**src/rtl/apt_pkg.sv**
```systemverilog
package apt_pkg;

    // ====================
    // register bus
    localparam int AXI_AW = 8;
    localparam int DATA_W = 32;
    localparam logic [7:0] OFF_CTRL = 8'h00;
    localparam logic [7:0] OFF_STATUS = 8'h04;
    localparam logic [7:0] OFF_TRIG_EN = 8'h08;
    localparam logic [7:0] OFF_EVENTS = 8'h0C;
    localparam logic [7:0] OFF_INT_STAT = 8'h10;
    localparam logic [7:0] OFF_INT_MASK = 8'h14;
    localparam logic [7:0] OFF_PROBES = 8'h18;
    localparam logic [7:0] OFF_STAGE = 8'h20;
    localparam logic [7:0] OFF_OUTV = 8'h30;
    localparam logic [7:0] OFF_INV = 8'h40;
    localparam logic [1:0] RESP_OKAY = 2'h0;
    localparam logic [1:0] RESP_SLVERR = 2'h2;

    // ====================
    // field layouts
    localparam int CTRL_COMMIT = 0;
    localparam int CTRL_REFRESH = 1;
    localparam int CTRL_PULL = 2;
    localparam int ST_AT_RESET = 0;
    localparam int ST_OUT_OF_SYNC = 1;
    localparam int ST_BUSY = 2;
    localparam int VALID_BIT = 0;
    localparam int READY_BIT = 1;
    localparam int LAST_BIT = 2;
    localparam int ADDR_CH_W = 2;
    localparam int DATA_CH_W = 3;
    localparam int PROBE_ALL_W = 12;
    localparam logic [1:0] ADDR_DONE_PAT = 2'h3;
    localparam logic [2:0] DATA_LAST_PAT = 3'h7;
    localparam logic [2:0] DATA_BEAT_PAT = 3'h3;

    // event vector positions
    localparam int EV_AR = 0;
    localparam int EV_R_BEAT = 1;
    localparam int EV_R_LAST = 2;
    localparam int EV_AW = 3;
    localparam int EV_W_BEAT = 4;
    localparam int EV_W_LAST = 5;
    localparam int EV_B = 6;
    localparam int EV_TRIG = 7;
    localparam int EV_SRC_N = 7;
    localparam int EV_N = 8;

    // ====================
    // virtual i/o sizes and reset values
    localparam int VIO_OUT_WORDS = 4;
    localparam int VIO_IN_WORDS = 2;
    localparam int IDX_W = 2;
    localparam logic [IDX_W-1:0] IDX_LAST = 2'h3;
    localparam logic [DATA_W-1:0] VIO_WORD_RST = 32'h0000_0000;
    localparam logic [EV_SRC_N-1:0] TRIG_EN_RST = 7'h00;
    localparam logic [EV_N-1:0] INT_MASK_RST = 8'h00;

    typedef enum logic [1:0] {
        RD_IDLE = 2'b00,
        RD_MEM = 2'b01,
        RD_LOAD = 2'b10,
        RD_RESP = 2'b11
    } apt_rd_state_t;

    typedef enum logic [2:0] {
        SQ_IDLE = 3'b000,
        SQ_COMMIT = 3'b001,
        SQ_DRAIN = 3'b010,
        SQ_APPLY = 3'b011,
        SQ_PULL = 3'b100
    } apt_seq_state_t;

endpackage

```
**src/rtl/apt_chan_probe.sv**
```systemverilog
`timescale 1ns/1ps
module apt_chan_probe import apt_pkg::*; #(
    parameter int W = 2,
    parameter logic [W-1:0] FINAL_PAT = '1,
    parameter logic [W-1:0] BEAT_PAT = '1,
    parameter bit HAS_BEAT = 1'b0
) (
    input wire logic clk_sys,
    input wire logic rst,
    input wire logic chValid,
    input wire logic chReady,
    input wire logic chLast,
    output logic [W-1:0] probe,
    output logic evFinal,
    output logic evBeat
);

    logic [W-1:0] next_probe;
    logic [DATA_CH_W-1:0] packed3;

    // ==========================================================
    // packing: valid low, ready above, last on top
    assign packed3 = {chLast, chReady, chValid};
    assign next_probe = packed3[W-1:0];

    // compares run on the unregistered inputs; results register together with the probe
    always_ff @(posedge clk_sys or posedge rst) begin
        if (rst) begin
            probe <= '0;
            evFinal <= 1'b0;
            evBeat <= 1'b0;
        end else begin
            probe <= next_probe;
            evFinal <= (next_probe == FINAL_PAT);
            evBeat <= HAS_BEAT && (next_probe == BEAT_PAT);
        end
    end

endmodule

```
**src/rtl/apt_word_mem.sv**
```systemverilog
`timescale 1ns/1ps
module apt_word_mem import apt_pkg::*; (
    input wire logic clk_sys,
    input wire logic rst,
    input wire logic wrEn,
    input wire logic [IDX_W-1:0] wrIdx,
    input wire logic [DATA_W-1:0] wrData,
    input wire logic [3:0] wrBe,
    input wire logic [IDX_W-1:0] rdIdx,
    output logic [DATA_W-1:0] rdData
);

    logic [DATA_W-1:0] mem [VIO_OUT_WORDS];

    // ==========================================================
    // staged words start equal to the output reset values
    always_ff @(posedge clk_sys or posedge rst) begin
        if (rst) begin
            for (int i = 0; i < VIO_OUT_WORDS; i++) begin
                mem[i] <= VIO_WORD_RST;
            end
            rdData <= VIO_WORD_RST;
        end else begin
            if (wrEn) begin
                for (int b = 0; b < 4; b++) begin
                    if (wrBe[b]) begin
                        mem[wrIdx][8*b +: 8] <= wrData[8*b +: 8];
                    end
                end
            end
            rdData <= mem[rdIdx];
        end
    end

endmodule

```
**src/rtl/apt_debug_top.sv**
```systemverilog
// The AXI4-Lite register port and the register addresses were decided locally.
`timescale 1ns/1ps
module apt_debug_top import apt_pkg::*; (
    input wire logic clk_sys,
    input wire logic rst,
    input wire logic [AXI_AW-1:0] s_axi_awaddr,
    input wire logic s_axi_awvalid,
    output logic s_axi_awready,
    input wire logic [DATA_W-1:0] s_axi_wdata,
    input wire logic [3:0] s_axi_wstrb,
    input wire logic s_axi_wvalid,
    output logic s_axi_wready,
    output logic [1:0] s_axi_bresp,
    output logic s_axi_bvalid,
    input wire logic s_axi_bready,
    input wire logic [AXI_AW-1:0] s_axi_araddr,
    input wire logic s_axi_arvalid,
    output logic s_axi_arready,
    output logic [DATA_W-1:0] s_axi_rdata,
    output logic [1:0] s_axi_rresp,
    output logic s_axi_rvalid,
    input wire logic s_axi_rready,
    input wire logic monArvalid,
    input wire logic monArready,
    input wire logic monRvalid,
    input wire logic monRready,
    input wire logic monRlast,
    input wire logic monAwvalid,
    input wire logic monAwready,
    input wire logic monWvalid,
    input wire logic monWready,
    input wire logic monWlast,
    input wire logic monBvalid,
    input wire logic monBready,
    output logic [ADDR_CH_W-1:0] read_addr_ctl_probe,
    output logic [DATA_CH_W-1:0] readDataCtlProbe,
    output logic [ADDR_CH_W-1:0] write_addr_ctl_probe,
    output logic [DATA_CH_W-1:0] writeDataCtlProbe,
    output logic [ADDR_CH_W-1:0] writeRespCtlProbe,
    output logic [EV_SRC_N-1:0] eventFlags,
    output logic readAddrCmdActive,
    output logic writeAddrCmdActive,
    output logic triggerOut,
    input wire logic [DATA_W*VIO_IN_WORDS-1:0] vioInProbes,
    output logic [DATA_W*VIO_OUT_WORDS-1:0] vioOutProbes,
    output logic irq
);

    // ==========================================================
    // helpers
    function automatic logic regionIs(input logic [AXI_AW-1:0] a, input logic [AXI_AW-1:0] b);
        return a[AXI_AW-1:4] == b[AXI_AW-1:4];
    endfunction

    function automatic logic [IDX_W-1:0] wordIdx(input logic [AXI_AW-1:0] a);
        return a[IDX_W+1:2];
    endfunction

    localparam logic [DATA_W*VIO_OUT_WORDS-1:0] VIO_OUT_RST = {VIO_OUT_WORDS{VIO_WORD_RST}};
    // ====================
    // channel probes
    logic evArDone, evRLast, evRBeat, evAwDone, evWLast, evWBeat, evBDone;
    apt_chan_probe #(.W(ADDR_CH_W), .FINAL_PAT(ADDR_DONE_PAT)) uArProbe (
        .clk_sys(clk_sys), .rst(rst), .chValid(monArvalid), .chReady(monArready),
        .chLast(1'b0), .probe(read_addr_ctl_probe), .evFinal(evArDone), .evBeat());
    apt_chan_probe #(.W(DATA_CH_W), .FINAL_PAT(DATA_LAST_PAT), .BEAT_PAT(DATA_BEAT_PAT),
        .HAS_BEAT(1'b1)) uRProbe (
        .clk_sys(clk_sys), .rst(rst), .chValid(monRvalid), .chReady(monRready),
        .chLast(monRlast), .probe(readDataCtlProbe), .evFinal(evRLast),
        .evBeat(evRBeat));
    apt_chan_probe #(.W(ADDR_CH_W), .FINAL_PAT(ADDR_DONE_PAT)) uAwProbe (
        .clk_sys(clk_sys), .rst(rst), .chValid(monAwvalid), .chReady(monAwready),
        .chLast(1'b0), .probe(write_addr_ctl_probe), .evFinal(evAwDone), .evBeat());
    apt_chan_probe #(.W(DATA_CH_W), .FINAL_PAT(DATA_LAST_PAT), .BEAT_PAT(DATA_BEAT_PAT),
        .HAS_BEAT(1'b1)) uWProbe (
        .clk_sys(clk_sys), .rst(rst), .chValid(monWvalid), .chReady(monWready),
        .chLast(monWlast), .probe(writeDataCtlProbe), .evFinal(evWLast),
        .evBeat(evWBeat));
    apt_chan_probe #(.W(ADDR_CH_W), .FINAL_PAT(ADDR_DONE_PAT)) uBProbe (
        .clk_sys(clk_sys), .rst(rst), .chValid(monBvalid), .chReady(monBready),
        .chLast(1'b0), .probe(writeRespCtlProbe), .evFinal(evBDone), .evBeat());

    always_comb begin
        eventFlags = '0;
        eventFlags[EV_AR] = evArDone;
        eventFlags[EV_R_BEAT] = evRBeat;
        eventFlags[EV_R_LAST] = evRLast;
        eventFlags[EV_AW] = evAwDone;
        eventFlags[EV_W_BEAT] = evWBeat;
        eventFlags[EV_W_LAST] = evWLast;
        eventFlags[EV_B] = evBDone;
    end

    // command spans valid high up to its handshake cycle
    assign readAddrCmdActive = read_addr_ctl_probe[VALID_BIT];
    assign writeAddrCmdActive = write_addr_ctl_probe[VALID_BIT];

    wire [PROBE_ALL_W-1:0] probeAll = {writeRespCtlProbe, writeDataCtlProbe,
        write_addr_ctl_probe, readDataCtlProbe, read_addr_ctl_probe};

    // ====================
    // write channel of the register bus
    logic awHeld, wHeld;
    logic [AXI_AW-1:0] awAddrQ;
    logic [DATA_W-1:0] wDataQ;
    logic [3:0] wStrbQ;
    logic seqBusy;

    assign s_axi_awready = !awHeld;
    assign s_axi_wready = !wHeld;

    // writes wait while the commit or read-back walk owns the staging memory
    wire doWrite = awHeld && wHeld && !s_axi_bvalid && !seqBusy;
    wire wLow = doWrite && wStrbQ[0];
    wire wrCtrl = wLow && (awAddrQ == OFF_CTRL);
    wire wrTrig = wLow && (awAddrQ == OFF_TRIG_EN);
    wire wrStat = wLow && (awAddrQ == OFF_INT_STAT);
    wire wrMask = wLow && (awAddrQ == OFF_INT_MASK);
    wire wrStage = doWrite && regionIs(awAddrQ, OFF_STAGE);
    wire wrKnown = (awAddrQ == OFF_CTRL) || (awAddrQ == OFF_STATUS) ||
        (awAddrQ == OFF_TRIG_EN) || (awAddrQ == OFF_EVENTS) ||
        (awAddrQ == OFF_INT_STAT) || (awAddrQ == OFF_INT_MASK) ||
        (awAddrQ == OFF_PROBES) || regionIs(awAddrQ, OFF_STAGE) ||
        regionIs(awAddrQ, OFF_OUTV) || (regionIs(awAddrQ, OFF_INV) && !awAddrQ[3]);

    always_ff @(posedge clk_sys or posedge rst) begin
        if (rst) begin
            awHeld <= 1'b0;
            wHeld <= 1'b0;
            awAddrQ <= '0;
            wDataQ <= '0;
            wStrbQ <= '0;
            s_axi_bvalid <= 1'b0;
            s_axi_bresp <= RESP_OKAY;
        end else begin
            if (s_axi_awvalid && s_axi_awready) begin
                awHeld <= 1'b1;
                awAddrQ <= s_axi_awaddr;
            end
            if (s_axi_wvalid && s_axi_wready) begin
                wHeld <= 1'b1;
                wDataQ <= s_axi_wdata;
                wStrbQ <= s_axi_wstrb;
            end
            if (doWrite) begin
                awHeld <= 1'b0;
                wHeld <= 1'b0;
                s_axi_bvalid <= 1'b1;
                s_axi_bresp <= wrKnown ? RESP_OKAY : RESP_SLVERR;
            end else if (s_axi_bready) begin
                s_axi_bvalid <= 1'b0;
            end
        end
    end

    // ====================
    // trigger and interrupt
    logic [EV_SRC_N-1:0] trigEn;
    logic [EV_N-1:0] intStat, intMask;
    wire [EV_N-1:0] evAll = {triggerOut, eventFlags};
    wire [EV_N-1:0] intClr = wrStat ? wDataQ[EV_N-1:0] : '0;

    assign irq = |(intStat & intMask);

    always_ff @(posedge clk_sys or posedge rst) begin
        if (rst) begin
            trigEn <= TRIG_EN_RST;
            intMask <= INT_MASK_RST;
            intStat <= '0;
            triggerOut <= 1'b0;
        end else begin
            if (wrTrig) begin
                trigEn <= wDataQ[EV_SRC_N-1:0];
            end
            if (wrMask) begin
                intMask <= wDataQ[EV_N-1:0];
            end
            triggerOut <= |(eventFlags & trigEn);
            // a new event beats a clear in the same cycle
            intStat <= (intStat & ~intClr) | evAll;
        end
    end

    // ====================
    // virtual i/o: staging memory and commit / read-back walker
    apt_seq_state_t seqState, next_seqState;
    logic [IDX_W-1:0] seqIdx, seqRdIdx, rdIdx;
    logic seqRdValid, outOfSync;
    logic [DATA_W*VIO_OUT_WORDS-1:0] shadow;
    logic [DATA_W*VIO_IN_WORDS-1:0] vioInSample;
    logic [DATA_W-1:0] memRd;
    apt_rd_state_t rdState;
    logic [AXI_AW-1:0] rdAddr;

    assign seqBusy = (seqState != SQ_IDLE);
    wire pulling = (seqState == SQ_PULL);
    wire seqLast = (seqIdx == IDX_LAST);
    wire [DATA_W-1:0] pullWord = vioOutProbes[DATA_W*int'(seqIdx) +: DATA_W];
    wire memWrEn = pulling || wrStage;
    wire [IDX_W-1:0] memWrIdx = pulling ? seqIdx : wordIdx(awAddrQ);
    wire [DATA_W-1:0] memWrData = pulling ? pullWord : wDataQ;
    wire [3:0] memWrBe = pulling ? 4'hF : wStrbQ;
    wire [IDX_W-1:0] memRdIdx = seqBusy ? seqIdx : rdIdx;

    // staged values live here until a commit
    apt_word_mem uStage (
        .clk_sys(clk_sys), .rst(rst), .wrEn(memWrEn), .wrIdx(memWrIdx),
        .wrData(memWrData), .wrBe(memWrBe), .rdIdx(memRdIdx), .rdData(memRd));

    always_comb begin
        next_seqState = seqState;
        case (seqState)
            SQ_IDLE: begin
                if (wrCtrl && wDataQ[CTRL_COMMIT]) begin
                    next_seqState = SQ_COMMIT;
                end else if (wrCtrl && wDataQ[CTRL_PULL]) begin
                    next_seqState = SQ_PULL;
                end
            end
            SQ_COMMIT: next_seqState = seqLast ? SQ_DRAIN : SQ_COMMIT;
            SQ_DRAIN: next_seqState = SQ_APPLY;
            SQ_APPLY: next_seqState = SQ_IDLE;
            SQ_PULL: next_seqState = seqLast ? SQ_IDLE : SQ_PULL;
            default: next_seqState = SQ_IDLE;
        endcase
    end

    always_ff @(posedge clk_sys or posedge rst) begin
        if (rst) begin
            seqState <= SQ_IDLE;
            seqIdx <= '0;
            seqRdValid <= 1'b0;
            seqRdIdx <= '0;
            shadow <= VIO_OUT_RST;
            vioOutProbes <= VIO_OUT_RST;
            outOfSync <= 1'b0;
            vioInSample <= '0;
        end else begin
            seqState <= next_seqState;
            seqIdx <= (seqState == SQ_COMMIT || pulling) ? seqIdx + 1'b1 : '0;
            seqRdValid <= (seqState == SQ_COMMIT);
            seqRdIdx <= seqIdx;
            if (seqRdValid) begin
                shadow[DATA_W*int'(seqRdIdx) +: DATA_W] <= memRd;
            end
            // outputs change all at once, only on commit
            if (seqState == SQ_APPLY) begin
                vioOutProbes <= shadow;
            end
            // commit or read-back brings host copy and outputs together
            if (wrStage) begin
                outOfSync <= 1'b1;
            end else if (seqState == SQ_APPLY || (pulling && seqLast)) begin
                outOfSync <= 1'b0;
            end
            // refresh takes one snapshot of the inputs
            if (wrCtrl && wDataQ[CTRL_REFRESH]) begin
                vioInSample <= vioInProbes;
            end
        end
    end

    // outputs compared with their reset values
    wire atReset = (vioOutProbes == VIO_OUT_RST);

    // ====================
    // read channel of the register bus
    assign rdIdx = wordIdx(rdAddr);
    assign s_axi_arready = (rdState == RD_IDLE);
    assign s_axi_rvalid = (rdState == RD_RESP);

    logic [DATA_W-1:0] rdMux;
    logic rdHit;
    always_comb begin
        rdMux = '0;
        rdHit = 1'b1;
        if (rdAddr == OFF_CTRL) begin
            rdMux = '0;
        end else if (rdAddr == OFF_STATUS) begin
            rdMux[ST_AT_RESET] = atReset;
            rdMux[ST_OUT_OF_SYNC] = outOfSync;
            rdMux[ST_BUSY] = seqBusy;
        end else if (rdAddr == OFF_TRIG_EN) begin
            rdMux[EV_SRC_N-1:0] = trigEn;
        end else if (rdAddr == OFF_EVENTS) begin
            rdMux[EV_N-1:0] = evAll;
        end else if (rdAddr == OFF_INT_STAT) begin
            rdMux[EV_N-1:0] = intStat;
        end else if (rdAddr == OFF_INT_MASK) begin
            rdMux[EV_N-1:0] = intMask;
        end else if (rdAddr == OFF_PROBES) begin
            rdMux[PROBE_ALL_W-1:0] = probeAll;
        end else if (regionIs(rdAddr, OFF_STAGE)) begin
            rdMux = memRd;
        end else if (regionIs(rdAddr, OFF_OUTV)) begin
            rdMux = vioOutProbes[DATA_W*int'(rdIdx) +: DATA_W];
        end else if (regionIs(rdAddr, OFF_INV) && !rdAddr[3]) begin
            rdMux = vioInSample[DATA_W*int'(rdIdx[0]) +: DATA_W];
        end else begin
            rdHit = 1'b0;
        end
    end

    always_ff @(posedge clk_sys or posedge rst) begin
        if (rst) begin
            rdState <= RD_IDLE;
            rdAddr <= '0;
            s_axi_rdata <= '0;
            s_axi_rresp <= RESP_OKAY;
        end else begin
            case (rdState)
                RD_IDLE: begin
                    if (s_axi_arvalid) begin
                        rdAddr <= s_axi_araddr;
                        rdState <= RD_MEM;
                    end
                end
                // memory read port is lent to the walker while it runs
                RD_MEM: begin
                    if (!seqBusy) begin
                        rdState <= RD_LOAD;
                    end
                end
                RD_LOAD: begin
                    s_axi_rdata <= rdMux;
                    s_axi_rresp <= rdHit ? RESP_OKAY : RESP_SLVERR;
                    rdState <= RD_RESP;
                end
                RD_RESP: begin
                    if (s_axi_rready) begin
                        rdState <= RD_IDLE;
                    end
                end
                default: rdState <= RD_IDLE;
            endcase
        end
    end

endmodule

```
**config.mk**
```make
export PLATFORM = sky130hd
export DESIGN_NAME = apt_debug_top
export DESIGN_NICKNAME = d
export VERILOG_FILES = /design/src/rtl/apt_pkg.sv /design/src/rtl/apt_chan_probe.sv /design/src/rtl/apt_word_mem.sv /design/src/rtl/apt_debug_top.sv
export SDC_FILE = /design/constraint.sdc
export NUM_CORES = 1
export LEC_CHECK = 0
export ABC_CLOCK_PERIOD_IN_PS = 22900
export BUFFER_PORTS_ARGS = -buffer_cell sky130_fd_sc_hd__buf_2
export CORE_ASPECT_RATIO = 2
export CORE_MARGIN = 2
export CORE_UTILIZATION = 30
export CTS_BUF_LIST = sky130_fd_sc_hd__clkbuf_8
export DETAILED_ROUTE_END_ITERATION = 16
export PLACE_DENSITY_LB_ADDON = 0.12
export SKIP_CTS_REPAIR_TIMING = 1
export SYNTH_ARGS = -nofsm -noshare
export SYNTH_HDL_FRONTEND = slang
export SYNTH_SLANG_ARGS = --single-unit
```
**constraint.sdc**
```tcl
create_clock -name clk_sys -period 22.9 [get_ports clk_sys]
set_input_delay 2.29 -clock clk_sys [delete_from_list [all_inputs] [get_ports clk_sys]]
set_output_delay 2.29 -clock clk_sys [all_outputs]
set_load 0.1 [all_outputs]
```
## Yosys cells after proc, flatten, opt, wreduce, memory -nomap -nowiden

Index checks and enable logic that the tools add are counted.

| cells by class | value |
|---|---|
| reduce and logical (&&, ||, !) cells | 50 |
| add/sub/neg operators | 2 |
| bitwise operators | 7 |
| mux-type cells | 81 |
| equality and inequality tests | 37 |
| shifts and indexed selects | 5 |
| magnitude comparators | 3 |

Operators by type and width:

| cell | count |
|---|---|
| two-way mux 128 bit | 7 |
| bitwise mux 128 bit | 5 |
| two-way mux 32 bit | 15 |
| demux 32 bit (select 2 bit) | 4 |
| indexed part select 128 x 8 -> 32 bit | 2 |
| zero test 128 bit | 1 |
| variable shift 32 x 33 -> 128 bit (first input constant) | 1 |
| indexed part select 32 x 33 -> 128 bit | 1 |
| two-way mux 24 bit | 4 |
| binary-select mux 32 bit (select 2 bit) | 1 |
| indexed part select 64 x 7 -> 32 bit | 1 |
| == test 8 x 5 -> 1 bit (second input constant) | 6 |
| two-way mux 8 bit | 5 |
| negation 7 -> 33 bit | 1 |
| == test 8 x 4 -> 1 bit (second input constant) | 4 |
| two-way mux 29 bit | 1 |
| two-way mux 25 bit | 1 |
| two-way mux 20 bit | 1 |
| logical AND 1 bit | 18 |
| two-way mux 1 bit | 18 |
| two-way mux 2 bit | 9 |
| AND 8 bit | 2 |
| == test 4 x 2 -> 1 bit (second input constant) | 4 |
| == test 8 x 3 -> 1 bit (second input constant) | 2 |
| 34 further kinds | 71 |

| word-level totals | value |
|---|---|
| input port bits | 135 |
| logic and storage cells | 225 |
| output and inout port bits | 192 |
| register bits after elaboration | 625 |

## Logic depth before layout (Yosys ltp)

| depth | value |
|---|---|
| depth after elaboration | 19 |
| gate-level depth with buffers | 9 |

## Modules after synthesis

From an unflattened synthesis, not the netlist that was laid out.

| unflattened totals | value |
|---|---|
| cells, all modules | 1,839 |
| area, all modules | 27,732.8 um^2 |

By module, submodules not included:

| module | times used | cells each | area an instance (um^2) | seq. area each (um^2) |
|---|---|---|---|---|
| apt_debug_top | 1 | 1,450 | 20,659.8 | 11,110.7 |
| apt_word_mem | 1 | 352 | 6,493.7 | 4,003.8 |
| apt_chan_probe at uRProbe ... | 2 | 8 | 145.1 | 125.1 |
| apt_chan_probe at uArProbe ... | 3 | 7 | 96.3 | 75.1 |

## Least setup slack after synthesis

Ideal clock, no wire load.

| path | value |
|---|---|
| path kind | register to output |
| from | register intMask[1] |
| to | output irq |
| required time | 20,610 ps |
| arrival time | 1,470 ps |
| cell stages (with the launch flop) | 3 |
| path slack | 19,140 ps |
| cell sequence | dfrtp_1 a22oi_1 nand4_1 |

| between the ends | value |
|---|---|
| cells in the longest elaborated chain, start to end | 2 |

Ends and longest elaborated chain:

| what | line | source |
|---|---|---|
| start, declared | apt_debug_top.sv:159 | `logic [EV_N-1:0] intStat, intMask;` |
| start signal, assigned | apt_debug_top.sv:176 | `intMask <= wDataQ[EV_N-1:0];` |
| AND 8 bit | apt_debug_top.sv:163 | `assign irq = \|(intStat & intMask);` |
| OR reduction 8 bit | apt_debug_top.sv:163 |  |
| end, declared | apt_debug_top.sv:46 | `output logic irq` |

Every way passes these cells.

==> results by group <==
Status
  – Status: finished, final reports clean

Timing
  – Max-slew violations: 0
  – Unrepaired setup endpoints after global routing: false
  – Finish-stage setup viols: 0
  – TNS Setup: 0 ns
  – Skew final: 0.04712 ns
  – Minimum clock period: 5.473 ns
  – Fin crit share: 23.90%
  – Hold Fails Final Rpt: 0
  – F_max: 182.7 MHz
  – Slew headroom: 21.25%
  – Worst slew pin tran: roughly 1.2 ns

Job
  – MaxCap Viol Count: 0

Critical path
  – CP Data Arrival Time: 6.27 ns
  – Crit path launch: rst
  – Worst reg2reg path startpoint: seqState[0]
  – Buf/Inv on CP: 6
  – CP Class: input port to async pin
  – Crit start category: input port
  – CP dominant cell by count: buf_4
  – Worst path cell trace: buf_2 -> inv_8 -> buf_4 -> buf_4 -> buf_4 -> buf_4
  – Top cell family by delay on the critical path: buffers and inverters
  – Worst Path Max Fanout: 101
  – WP data required: 23.69 ns
  – Crit. End Element: async pin
  – Crit-path max cell delay: 0.91 ns
  – Critical Path Slowest Stage Cell: buf_4

Power
  – Clk pwr share: a little over a quarter
  – Internal power: 2.280 mW
  – Combinational Power Share: 32.0%
  – Leakage power: 15.41 nW
  – Net Sw Power: 1.446 mW
  – Share of power burned in registers: 41.1%
  – Sw Share: approximately two fifths
  – Pwr/cell area: roughly 120 mW/mm2
  – Peak supply drop: 0.08101 mV

Synthesis
  – Syn Area/Cell: 14.50 um2
  – Ys flop type: dfrtp_1
  – FF+latch count, synth: 623
  – Distinct cell type count after synthesis: just under 70
  – Yosys warnings: 0
  – Asr flop ratio synth: 100.0%
  – Post-synthesis cell area: 0.02735 mm2
  – Mapped Cells: 1886
  – Post-synth EDFFs: 0
  – Post-synthesis sequential area ratio: 57.00%

Route
  – Drt wl/cell: 30.28 um
  – Remaining antenna violation count: 0
  – Vias: 18700
  – Drt initial violations: 1244
  – DRC: 0
  – Via-to-Cell Ratio: 5.371
  – Pre-Repair DR Iteration Count: 5
  – Final wirelength: 105400 um

Final layout
  – Non-Filler Instances: 3481
  – Fill cell count: between 8000 and 9000
  – Syn-to-layout area delta: 18.23%
  – Nets@finish: 2362
  – Share of layout cells above drive strength 1: 47.58%

GRT
  – Global Route Usage Sum: 22.64%
  – Gr ovfl total: 0
  – Pin count of the biggest net entering global routing: around 130
  – First-pass GRT wire length: 151300 um
  – Initial antenna violation count: 6
  – Vias in the first global route: 20130

Placed design
  – Port-buffer cells: approximately 320
  – Dpl cells: roughly 3300
  – Final GP Congestion: 0.8764
  – DPL Wire Length: 73910 um

Clock network
  – Clock root buffer master: clkbuf_8
  – Clk pin slew, worst setup/hold paths: roughly 0.070 ns
  – Clock net sink count: between 600 and 700
  – CTS tree: yes
  – H-tree level count: 3
  – Longest Clk Path Bufs: 3
  – Clk_lat worst skew: 0.79 ns
  – Number of buffers created by CTS: 95

Floorplanning
  – Die width: between 200 and 250 um
  – Core area: 0.09037 mm2
  – I/O pin cnt: ~330
  – Starting Density: 30.27%
  – # rows: around 160
  – Die H: 431.0 um
  – Die ar.: 0.09375 mm2

Min path
  – Min-delay src: s_axi_rdata[30]
  – HP Class: flip-flop to flip-flop
-- layout by cell type (no fill, tap or decap), drive strengths merged, types with 11 or more instances in the layout --
| cell | n |
|---|---|
| mux4 | 96 |
| o32ai | 20 |
| inv | 74 |
| nand2 | 35 |
| clkinv | 17 |
| clkbuf | 121 |
| a22o | 128 |
| nand4 | 12 |
| nor4 | 39 |
| o21a | 24 |
| nor2 | 60 |
| nand3 | 11 |
| mux2 | 453 |
| a21oi | 42 |
| dfrtp | 623 |
| buf | 364 |
| o21ai | 27 |
-- cell usage after synthesis, drive strengths merged, types with 5 or more instances --
master / number / share of area [%]
o211ai: 6 / 0.16
nand2: 35 / 0.49
mux2: 453 / 19
nand4: 12 / 0.27
clkbuf: 98 / 1.3
ha: 10 / 0.46
o221ai: 5 / 0.16
nand3: 11 / 0.20
a222oi: 6 / 0.22
o21ai: 27 / 0.49
mux4: 96 / 7.9
nand2b: 9 / 0.21
nor4: 39 / 0.99
o2111ai: 6 / 0.19
o2bb2ai: 5 / 0.16
nor2: 60 / 0.91
nor3: 8 / 0.15
nor3b: 10 / 0.27
o32ai: 20 / 0.64
a21o: 10 / 0.27
o21a: 24 / 0.66
inv: 43 / 0.59
nor2b: 5 / 0.11
a21oi: 42 / 0.77
a22o: 128 / 4.1
buf: 33 / 0.70
a22oi: 8 / 0.22
dfrtp: 623 / 57
-- worst paths after layout --
check	endpoint	slack (ns)	cells past startpoint
worst max-delay path	shadow[76]	17.43	6
worst min-delay path	s_axi_rdata[30]	0.49	1
worst max register to register	uStage.mem[80]	19.06	5
worst min register to register	s_axi_rdata[30]	0.49	1
max in group clk_sys	vioOutProbes[15]	18.66	1
min in group asynchronous	vioOutProbes[22]	1.64	2
-- stage by stage --
step                total power [mW]  instance area [um2]  utilization, %  setup WS, ns  hold slack [ns]
floorplan                      2.338                27360               -         3.163           0.3749
global placement               2.721                30310           33.53         16.68           0.4696
detailed placement             2.753                30310           33.53         16.45           0.4691
CTS                            3.773                32340           35.78         17.28           0.4898
global route                   3.904                32340           35.79         16.78           0.5119
finish                         3.726                32340           35.79         17.43           0.4877
-- power by group through the flow --
stage          Clock [mW]  Sequential (mW)  Combinational, mW
4_1_cts              1.04             1.53               1.21
2_1_floorplan           0             1.64              0.697
3_5_place_dp            0             1.55               1.20
5_1_grt              1.08             1.56               1.26
6_report             1.00             1.53               1.19
3_3_place_gp            0             1.54               1.19
-- kinds of logic (layout without fill, tap and decap cells) --
logic type	after synthesis	count (layout)	share of synthesized area, %
flops	623	623	57.00
mux	552	552	26.77
compound gates	309	309	8.751
simple gates	216	216	4.355
buf+inv	175	583	2.653
fa+ha+maj	10	10	0.4574
other cells	1	3	0.01371
-- registers in the layout, indices dropped and copies added, names as in the netlist, 3 cells and up --
name,cells
seqState,3
s_axi_rdata,32
intStat,8
wDataQ,32
wStrbQ,4
vioOutProbes,128
rdAddr,8
uStage.mem,128
intMask,8
uStage.rdData,32
vioInSample,64
shadow,128
uWProbe.probe,3
trigEn,7
uRProbe.probe,3
awAddrQ,8
-- per-layer routing --
layer  track usage, %  share of wire (%)  vias up
met5                0              0.031        -
met4            10.25                4.3        4
met3            4.386                5.4      166
met2            40.42                 52      665
met1            25.91                 38    10060
li1                 -                  -     7805
-- worst reg2reg max path, stage by stage, from the launching register on --
cell     delay, ns
dfrtp_1       0.47
or3_1         0.71
nor4_2        1.10
a21oi_1       0.35
nor2_2        0.65
mux2_2        0.42
-- layout make-up --
type	instances	area, um2	area share [%]
flip-flops and latches	623	15600	48.23
multi-input cells	1089	11120	34.38
repair buffers	364	1934	5.981
clock buffers	121	1665	5.150
well taps	1185	1483	4.585
clock inverters	54	366.6	1.134
inverters	44	172.7	0.5339
diodes	1	2.502	0.007738
No activity file was read; power rests on OpenSTA's default activity.
